File: src/rtl/tmcs_map.svh
`ifndef TMCS_MAP_SVH
`define TMCS_MAP_SVH

// command codes
`define TMCS_CMD_READ_TEMP   8'haa
`define TMCS_CMD_START_CONV  8'hee
`define TMCS_CMD_STOP_CONV   8'h22
`define TMCS_CMD_MEM_ACCESS  8'h17
`define TMCS_CMD_CFG_ACCESS  8'hac

// conversion_config_status layout
`define TMCS_CFG_DONE_BIT    7
`define TMCS_CFG_MODE_BIT    0
`define TMCS_CFG_FIXED_BITS  6'h25
`define TMCS_CFG_MODE_RST    1'h0
`define TMCS_CFG_DONE_RST    1'h1

// bus address upper nibble, lower three bits come from the address pins
`define TMCS_DEV_ADDR_HI     4'h5
`define TMCS_IDLE_BYTE       8'hff
`define TMCS_TEMP_RST        16'h0000

// conversion time
`define TMCS_CLK_MHZ         20
`define TMCS_CONV_TIME_US    1000

`endif

File: src/rtl/tmcs_pkg.sv
package tmcs_pkg;

    typedef enum logic [2:0] {
        ST_IDLE,
        ST_RXB,
        ST_RACK,
        ST_TXB,
        ST_TACK
    } tmcs_bus_st_t;

    typedef enum logic [1:0] {
        KD_ADDR,
        KD_CMD,
        KD_MADDR,
        KD_DATA
    } tmcs_kind_t;

    typedef struct packed {
        tmcs_bus_st_t st;
        tmcs_kind_t   kind;
        logic [3:0]   bit_cnt;
        logic [7:0]   shreg;
        logic         rw;
        logic [7:0]   cmd;
        logic [7:0]   ptr;
        logic [1:0]   dcnt;
        logic [7:0]   lsb_hold;
        logic         scl_d;
        logic         sda_oe;
        logic         sda_lvl;
        logic         busy;
        logic         run;
        logic         done;
        logic         mode;
        logic [23:0]  conv_cnt;
        logic [15:0]  temp;
    } tmcs_state_t;

endpackage

File: src/rtl/tmcs_sync.sv
`timescale 1ns/1ps
`default_nettype none

module tmcs_sync #(
    parameter int W = 1
) (
    input  wire logic         clk_in,
    input  wire logic         sys_rst_in,
    input  wire logic [W-1:0] async_in,
    output logic      [W-1:0] sync_out
);
    typedef struct packed {
        logic [W-1:0] s1;
        logic [W-1:0] s2;
    } tmcs_sync_t;

    tmcs_sync_t r_ff;
    tmcs_sync_t nxt_r;

    // first stage feeds only the second
    always_comb begin
        nxt_r    = r_ff;
        nxt_r.s1 = async_in;
        nxt_r.s2 = r_ff.s1;
    end

    always_ff @(posedge clk_in) begin
        if (sys_rst_in) begin
            r_ff <= '1;
        end else begin
            r_ff <= nxt_r;
        end
    end

    assign sync_out = r_ff.s2;
endmodule

`default_nettype wire

File: src/rtl/tmcs_eeprom.sv
`timescale 1ns/1ps
`default_nettype none

module tmcs_eeprom (
    input  wire logic       clk_in,
    input  wire logic       we_in,
    input  wire logic [7:0] addr_in,
    input  wire logic [7:0] wdata_in,
    output logic      [7:0] rdata_out
);
    // 256 bytes, 00..ff; write timing not modelled
    logic [7:0] mem [0:255];

    always_ff @(posedge clk_in) begin
        if (we_in) begin
            mem[addr_in] <= wdata_in;
        end
    end

    assign rdata_out = mem[addr_in];
endmodule

`default_nettype wire

File: src/rtl/tmcs_top.sv
// Contract
// - Read-temperature returns the latest finished result as the following read bytes.
// - Start-conversion begins a conversion with no data, and repeats it in continuous mode.
// - With the mode bit at one, start-conversion does exactly one conversion, then idles.
// - With the mode bit at zero, conversions run on and each result overwrites the last.
// - Stop-conversion lets the running conversion finish, then idles until the next start.
// - Memory-access takes a start address, then reads or writes per the bus direction bit.
// - The user memory holds 256 bytes at addresses 00 to ff.
// - Config-access in write direction stores bit 0 of the next received byte as the config mode bit.
// - Config-access in read direction sends the config contents as the next byte.
// - The top config bit reads one when conversion is done and zero while one runs.
// - The lowest config bit is the mode bit, user read/write, shipped at zero.
// - Memory accesses never change the thermometer or config contents.
`include "tmcs_map.svh"
`timescale 1ns/1ps
`default_nettype none

module tmcs_top #(
    parameter int unsigned CONV_CYCLES = `TMCS_CONV_TIME_US * `TMCS_CLK_MHZ
) (
    input  wire logic        clk_in,
    input  wire logic        sys_rst_in,
    input  wire logic        scl_in,
    input  wire logic        sda_in,
    input  wire logic [2:0]  addr_pin_in,
    input  wire logic [15:0] temp_in,
    output logic             sda_out,
    output logic             sda_oe_out,
    output logic             conv_busy_out
);
    import tmcs_pkg::*;

    localparam logic [23:0] CONV_LAST = 24'(CONV_CYCLES - 1);

    tmcs_state_t r_ff;
    tmcs_state_t nxt_r;

    logic [20:0] sync_vec;
    logic        scl_s;
    logic        sda_s;
    logic [2:0]  addr_s;
    logic [15:0] temp_s;
    logic        scl_rise;
    logic        scl_fall;
    logic        start_cond;
    logic        stop_cond;
    logic        mem_we;
    logic [7:0]  mem_rdata;
    logic        load_tx;
    logic [7:0]  tx_byte;
    logic        start_req;
    logic        stop_req;
    logic        cfg_wr;
    logic        conv_fin;

    function automatic logic [7:0] cfg_byte(input logic done, input logic mode);
        cfg_byte = {done, `TMCS_CFG_FIXED_BITS, mode};
    endfunction

    tmcs_sync #(
        .W(21)
    ) u_sync (
        .clk_in     (clk_in),
        .sys_rst_in (sys_rst_in),
        .async_in   ({scl_in, sda_in, addr_pin_in, temp_in}),
        .sync_out   (sync_vec)
    );

    assign {scl_s, sda_s, addr_s, temp_s} = sync_vec;

    // memory sits beside the thermometer state, never touches it
    tmcs_eeprom u_mem (
        .clk_in    (clk_in),
        .we_in     (mem_we),
        .addr_in   (r_ff.ptr),
        .wdata_in  (r_ff.shreg),
        .rdata_out (mem_rdata)
    );

    // sda delayed one cycle; start and stop are sda edges seen while scl is high
    logic sda_d_ff;
    always_ff @(posedge clk_in) begin
        if (sys_rst_in) begin
            sda_d_ff <= 1'h1;
        end else begin
            sda_d_ff <= sda_s;
        end
    end

    assign scl_rise   = scl_s & ~r_ff.scl_d;
    assign scl_fall   = ~scl_s & r_ff.scl_d;
    assign start_cond = scl_s & r_ff.scl_d & sda_d_ff & ~sda_s;
    assign stop_cond  = scl_s & r_ff.scl_d & ~sda_d_ff & sda_s;

    // byte handed to the master for the current command
    always_comb begin
        tx_byte = `TMCS_IDLE_BYTE;
        if (r_ff.cmd == `TMCS_CMD_READ_TEMP) begin
            if (r_ff.dcnt == 2'h0) begin
                tx_byte = r_ff.temp[15:8];
            end else if (r_ff.dcnt == 2'h1) begin
                tx_byte = r_ff.lsb_hold;
            end
        end else if (r_ff.cmd == `TMCS_CMD_CFG_ACCESS) begin
            tx_byte = cfg_byte(r_ff.done, r_ff.mode);
        end else if (r_ff.cmd == `TMCS_CMD_MEM_ACCESS) begin
            tx_byte = mem_rdata;
        end
    end

    always_comb begin
        nxt_r       = r_ff;
        nxt_r.scl_d = scl_s;
        mem_we      = 1'h0;
        load_tx     = 1'h0;
        start_req   = 1'h0;
        stop_req    = 1'h0;
        cfg_wr      = 1'h0;
        conv_fin    = 1'h0;

        if (start_cond) begin
            // repeated start keeps cmd and pointer for a read phase
            nxt_r.st      = ST_RXB;
            nxt_r.kind    = KD_ADDR;
            nxt_r.bit_cnt = 4'h0;
            nxt_r.sda_oe  = 1'h0;
        end else if (stop_cond) begin
            nxt_r.st     = ST_IDLE;
            nxt_r.sda_oe = 1'h0;
        end else begin
            case (r_ff.st)
                ST_RXB: begin
                    if (scl_rise) begin
                        nxt_r.shreg   = {r_ff.shreg[6:0], sda_s};
                        nxt_r.bit_cnt = r_ff.bit_cnt + 4'h1;
                    end else if (scl_fall && r_ff.bit_cnt == 4'h8) begin
                        nxt_r.st     = ST_RACK;
                        nxt_r.sda_oe = 1'h1;
                        case (r_ff.kind)
                            KD_ADDR: begin
                                if (r_ff.shreg[7:1] == {`TMCS_DEV_ADDR_HI, addr_s}) begin
                                    nxt_r.rw   = r_ff.shreg[0];
                                    nxt_r.kind = KD_CMD;
                                    nxt_r.dcnt = 2'h0;
                                end else begin
                                    nxt_r.st     = ST_IDLE;
                                    nxt_r.sda_oe = 1'h0;
                                end
                            end
                            KD_CMD: begin
                                nxt_r.cmd  = r_ff.shreg;
                                nxt_r.dcnt = 2'h0;
                                nxt_r.kind = KD_DATA;
                                if (r_ff.shreg == `TMCS_CMD_MEM_ACCESS) begin
                                    nxt_r.kind = KD_MADDR;
                                end
                                start_req = (r_ff.shreg == `TMCS_CMD_START_CONV);
                                stop_req  = (r_ff.shreg == `TMCS_CMD_STOP_CONV);
                            end
                            KD_MADDR: begin
                                nxt_r.ptr  = r_ff.shreg;
                                nxt_r.kind = KD_DATA;
                            end
                            default: begin
                                if (r_ff.cmd == `TMCS_CMD_CFG_ACCESS && r_ff.dcnt == 2'h0) begin
                                    cfg_wr = 1'h1;
                                end
                                if (r_ff.cmd == `TMCS_CMD_MEM_ACCESS) begin
                                    mem_we    = 1'h1;
                                    nxt_r.ptr = r_ff.ptr + 8'h01;
                                end
                                if (r_ff.dcnt != 2'h3) begin
                                    nxt_r.dcnt = r_ff.dcnt + 2'h1;
                                end
                            end
                        endcase
                    end
                end
                ST_RACK: begin
                    if (scl_fall) begin
                        nxt_r.sda_oe  = 1'h0;
                        nxt_r.bit_cnt = 4'h0;
                        nxt_r.st      = ST_RXB;
                        load_tx       = r_ff.rw;
                    end
                end
                ST_TXB: begin
                    if (scl_fall) begin
                        if (r_ff.bit_cnt == 4'h7) begin
                            nxt_r.sda_oe = 1'h0;
                            nxt_r.st     = ST_TACK;
                        end else begin
                            nxt_r.shreg   = {r_ff.shreg[6:0], 1'h0};
                            nxt_r.sda_oe  = ~r_ff.shreg[6];
                            nxt_r.bit_cnt = r_ff.bit_cnt + 4'h1;
                        end
                    end
                end
                ST_TACK: begin
                    if (scl_rise && sda_s) begin
                        // nack: master is done, wait for stop
                        nxt_r.st = ST_IDLE;
                    end else if (scl_fall) begin
                        nxt_r.bit_cnt = 4'h0;
                        load_tx       = 1'h1;
                    end
                end
                default: begin
                    nxt_r.sda_oe = 1'h0;
                end
            endcase
        end

        if (load_tx) begin
            nxt_r.st     = ST_TXB;
            nxt_r.shreg  = tx_byte;
            nxt_r.sda_oe = ~tx_byte[7];
            if (r_ff.cmd == `TMCS_CMD_READ_TEMP && r_ff.dcnt == 2'h0) begin
                // snapshot low byte so a finishing conversion cannot tear the pair
                nxt_r.lsb_hold = r_ff.temp[7:0];
            end
            if (r_ff.cmd == `TMCS_CMD_MEM_ACCESS) begin
                nxt_r.ptr = r_ff.ptr + 8'h01;
            end
            if (r_ff.dcnt != 2'h3) begin
                nxt_r.dcnt = r_ff.dcnt + 2'h1;
            end
        end

        if (cfg_wr) begin
            nxt_r.mode = r_ff.shreg[`TMCS_CFG_MODE_BIT];
        end

        // conversion engine
        if (r_ff.busy) begin
            if (r_ff.conv_cnt == CONV_LAST) begin
                conv_fin       = 1'h1;
                nxt_r.busy     = 1'h0;
                nxt_r.done     = 1'h1;
                nxt_r.temp     = temp_s;
                nxt_r.conv_cnt = 24'h00_0000;
            end else begin
                nxt_r.conv_cnt = r_ff.conv_cnt + 24'h00_0001;
            end
        end else if (r_ff.run) begin
            // one idle cycle between results lets done show each completion
            nxt_r.busy = 1'h1;
            nxt_r.done = 1'h0;
        end

        if (start_req) begin
            nxt_r.run = ~r_ff.mode;
            if (!r_ff.busy) begin
                nxt_r.busy     = 1'h1;
                nxt_r.done     = 1'h0;
                nxt_r.conv_cnt = 24'h00_0000;
            end
        end else if (stop_req) begin
            nxt_r.run = 1'h0;
        end
    end

    always_ff @(posedge clk_in) begin
        if (sys_rst_in) begin
            r_ff          <= '0;
            r_ff.st       <= ST_IDLE;
            r_ff.kind     <= KD_ADDR;
            r_ff.scl_d    <= 1'h1;
            r_ff.cmd      <= `TMCS_IDLE_BYTE;
            r_ff.done     <= `TMCS_CFG_DONE_RST;
            r_ff.mode     <= `TMCS_CFG_MODE_RST;
            r_ff.temp     <= `TMCS_TEMP_RST;
        end else begin
            r_ff <= nxt_r;
        end
    end

    assign sda_out       = r_ff.sda_lvl;
    assign sda_oe_out    = r_ff.sda_oe;
    assign conv_busy_out = r_ff.busy;
endmodule

`default_nettype wire

File: config.mk
export PLATFORM = sky130hd
export DESIGN_NAME = tmcs_top
export DESIGN_NICKNAME = d
export VERILOG_FILES = /design/src/rtl/tmcs_pkg.sv /design/src/rtl/tmcs_sync.sv /design/src/rtl/tmcs_eeprom.sv /design/src/rtl/tmcs_top.sv
export VERILOG_INCLUDE_DIRS = /design/src /design/src/rtl
export SDC_FILE = /design/constraint.sdc
export NUM_CORES = 2
export LEC_CHECK = 0
export BUFFER_PORTS_ARGS = -buffer_cell sky130_fd_sc_hd__buf_2
export CAP_MARGIN = 10
export CELL_PAD_IN_SITES_DETAIL_PLACEMENT = 0
export CELL_PAD_IN_SITES_GLOBAL_PLACEMENT = 1
export CORE_AREA = 4 4 330 657
export CTS_CLUSTER_SIZE = 20
export DETAILED_ROUTE_END_ITERATION = 12
export DIE_AREA = 0 0 334 661
export PLACE_DENSITY = 0.7
export SLEW_MARGIN = 5
export SYNTH_ARGS = -nofsm -noshare
export SYNTH_HDL_FRONTEND = slang
export SYNTH_HIERARCHICAL = 1
export SYNTH_SLANG_ARGS = --single-unit
File: constraint.sdc
create_clock -name clk_in -period 4.7 [get_ports clk_in]
set_input_delay 0.94 -clock clk_in [delete_from_list [all_inputs] [get_ports clk_in]]
set_output_delay 0.94 -clock clk_in [all_outputs]
set_load 0.05 [all_outputs]
==> impl_results.md <==
- Worst rel slew slack: 13.3%
- Final nets: 4634
- CTS tree: yes
- Met2 usage: 37.4%
- Reg2Reg Setup Slack: 0.22 ns
- RePlAce Congestion: 0.860
- Setup Buffers After CTS: 0
- Buffers on Ports: 24
- Synth Flop Type: edfxtp_1
- EDFF count, synth: 2048
- Largest net degree at the start of global routing: 108
- Initial core utilization: 39.9%
- Via-to-Cell Ratio: 5.67
- Syn_nets: 4257
- Most common cell in the netlist: edfxtp_1
- CP max FO: 26
- Post-route setup slack: 0.221 ns
- DR WL/cell: 29.3 um
- Distinct cells, synth: 70
- Initial antenna violation count: 6
- Ys async rst share: 0%
- CTS H-Tree Depth: 4
- Fin Clk Skew: 0.0401 ns
- VDD IR-drop max: 241 uV
- CP Launch Type: flop
- Worst hold slack: 0.293 ns
- Final hold violation count: 0
- Core Rows: 239
- Setup TNS: 0 ns
- Switching Fraction: 19.6%
- CP Class: flop to flop
- Seq/Total Area, Yosys: 76.0%
- Worst Tran Pin Value: 1.30 ns
- Synthesized flop and latch total: 2181
- Setup Viol. Count Final: 0
- Post-synth top area cell: edfxtp_1
- P_sw: 7.13 mW
- Final ANT Viol Nets: 0
- Gr busiest metal: met2
- Global-route usage over all layers: 19.9%
- HPWL Detailed: 145000 um
- Via count: 42.6k
- Critical path required time: 5.37 ns
- Synth top area cells: edfxtp_1, mux4_2, dfxtp_1, a22oi_1, nor2_1
- Clock sink total: 2181
- Area delta synth->final: 13.8%
- Layout cells sized above 1: 26.9%
- Die span in x: 334 um
- Total power: 36.3 mW
- Synth warn: 6
- Vias in the first global route: 44.8k
- Mapped cell area: 0.0844 sq mm
- Pwr/cell area: 378 mW/mm^2
- RSZ-0062 raised after global routing: false
- Clk_lat worst skew: 0.83 ns
- Final min period: 4.48 ns
- 1st-pass router iterations: 5
- Cts repair resizes: 0
- Internal power: 29.1 mW
- Clk pwr share: 40.8%
- Power share of the combinational group: 1.3%
- CTS buffer count: 180
- Arr. time, crit path: 5.15 ns
- Final Max Slew Viols: 0
- P_leak: 29.8 nW
- Register clock-pin slew on the reported worst setup and hold paths: 0.07 ns
- Die area: 0.221 sq mm
- Synth top cells by count: edfxtp_1, mux4_2, nor2_1
- Worst setup EP type: flop
- Number of fill cells: 17.8k
- Drt initial violations: 3982
- CTS root buf: clkbuf_16
- Final worst path period share: 95.3%
- FMAX: 0.223 GHz
- Share of the synthesized area in the top cell type: 72.9%
- Bufs on Longest Clock Path: 4
- Post-CTS Hold Buffers: 0
- Cells after synthesis: 4222
- Status: finished, final reports clean
- Min-delay worst type: input pin to flop
- Core Box Area: 0.212 sq mm
- First-pass GRT wire length: 319000 um
- DIE HEIGHT: 661 um
- Routed WL: 220000 um
- Met3 usage: 2.23%
- Worst slack, placed: 0.183 ns
- Max-cap violations: 0
- Overflow left after global routing: 0
- Syn Area/Cell: 20.0 sq um
- GR Util met1: 20.7%
- Sequential power share: 57.9%
- I/O pins: 26
- Post-route DRC: 0
-- registers in the layout (all words and copies together) (netlist names) --
register	count
u_mem/mem	2048
r_ff	88
u_sync/nxt_r	21
u_sync/sync_out	21
conv_busy_out	1
sda_d_ff	1
sda_oe_out	1
-- worst paths after layout --
path / cells past startpoint / to / startpoint
setup reg to reg: 12 / r_ff[74] / r_ff[57]
setup / recovery: 12 / r_ff[74] / r_ff[57]
hold / removal: 2 / u_sync/nxt_r[1] / temp_in[1]
hold reg to reg: 1 / u_sync/sync_out[13] / u_sync/nxt_r[13]
-- layer usage --
| metal | wire, um | up-vias |
|---|---|---|
| li1 | - | 18100 |
| met1 | 70600 | 22500 |
| met2 | 122000 | 1432 |
| met3 | 10200 | 508 |
| met4 | 17400 | 4 |
| met5 | 27 | - |
-- worst max-delay path: stages (launching register included) --
cell and delay (ns):
dfxtp_4 0.86, buf_12 0.25, buf_4 0.25, buf_4 0.24
mux4_2 0.52, a22oi_1 0.20, a21oi_1 0.12, o41ai_1 0.87
buf_4 0.28, nand4_1 0.16, o21ai_0 0.26, o311a_1 0.18
a211oi_1 0.06
-- per-stage QoR --
stage,cell area (sq um),std cells,util [%]
finish,96000,7503,45.4
global route,96000,7502,45.4
CTS,96000,7500,45.3
detailed placement,90400,7187,42.7
global placement,90400,7187,42.7
floorplan,84400,4222,-
-- final cells by class --
type,count,area (sq um),area share (%)
antenna,2,5.00,0.00521
multi-input combinational,1748,18900,19.7
sequential,2181,64200,66.9
tap,2771,3470,3.61
inverter,21,78.8,0.0821
timing repair buffer,467,3730,3.89
clock inverter,95,883,0.920
clock buffer,218,4760,4.96
-- cell usage in the layout, fill, tap and decap left out, drive strengths merged, types with 12 or more instances in the layout --
master / n
edfxtp: 2048
mux4: 512
buf: 467
nor2: 298
a22oi: 256
clkbuf: 218
a21oi: 163
dfxtp: 133
nand2: 87
clkinv: 60
or2: 52
nor3: 42
nand3: 38
o41ai: 34
mux2i: 31
o21ai: 25
inv: 25
nand4: 22
xor2: 20
nor2b: 20
clkinvlp: 16
bufinv: 15
nand2b: 14
ha: 12
-- cell families (layout without fill, tap and decap cells) --
logic type / after synthesis / after routing / synth area share, %
flops: 2181 / 2181 / 76.0
simple gates: 622 / 622 / 3.44
mux: 545 / 545 / 14.1
compound gates: 542 / 542 / 4.36
buf+inv: 293 / 801 / 1.67
xor+xnor: 26 / 26 / 0.270
fa+ha+maj: 12 / 12 / 0.178
other cells: 1 / 3 / 0.00444
-- power groups by stage --
stage	registers (mW)	clock network (mW)	logic (mW)
2_1_floorplan	21.5	0	0.212
3_3_place_gp	21.4	0	0.453
3_5_place_dp	21.4	0	0.457
4_1_cts	21.0	15.1	0.457
5_1_grt	21.0	15.9	0.475
6_report	21.0	14.8	0.455
(Power assumes the default switching activity.)
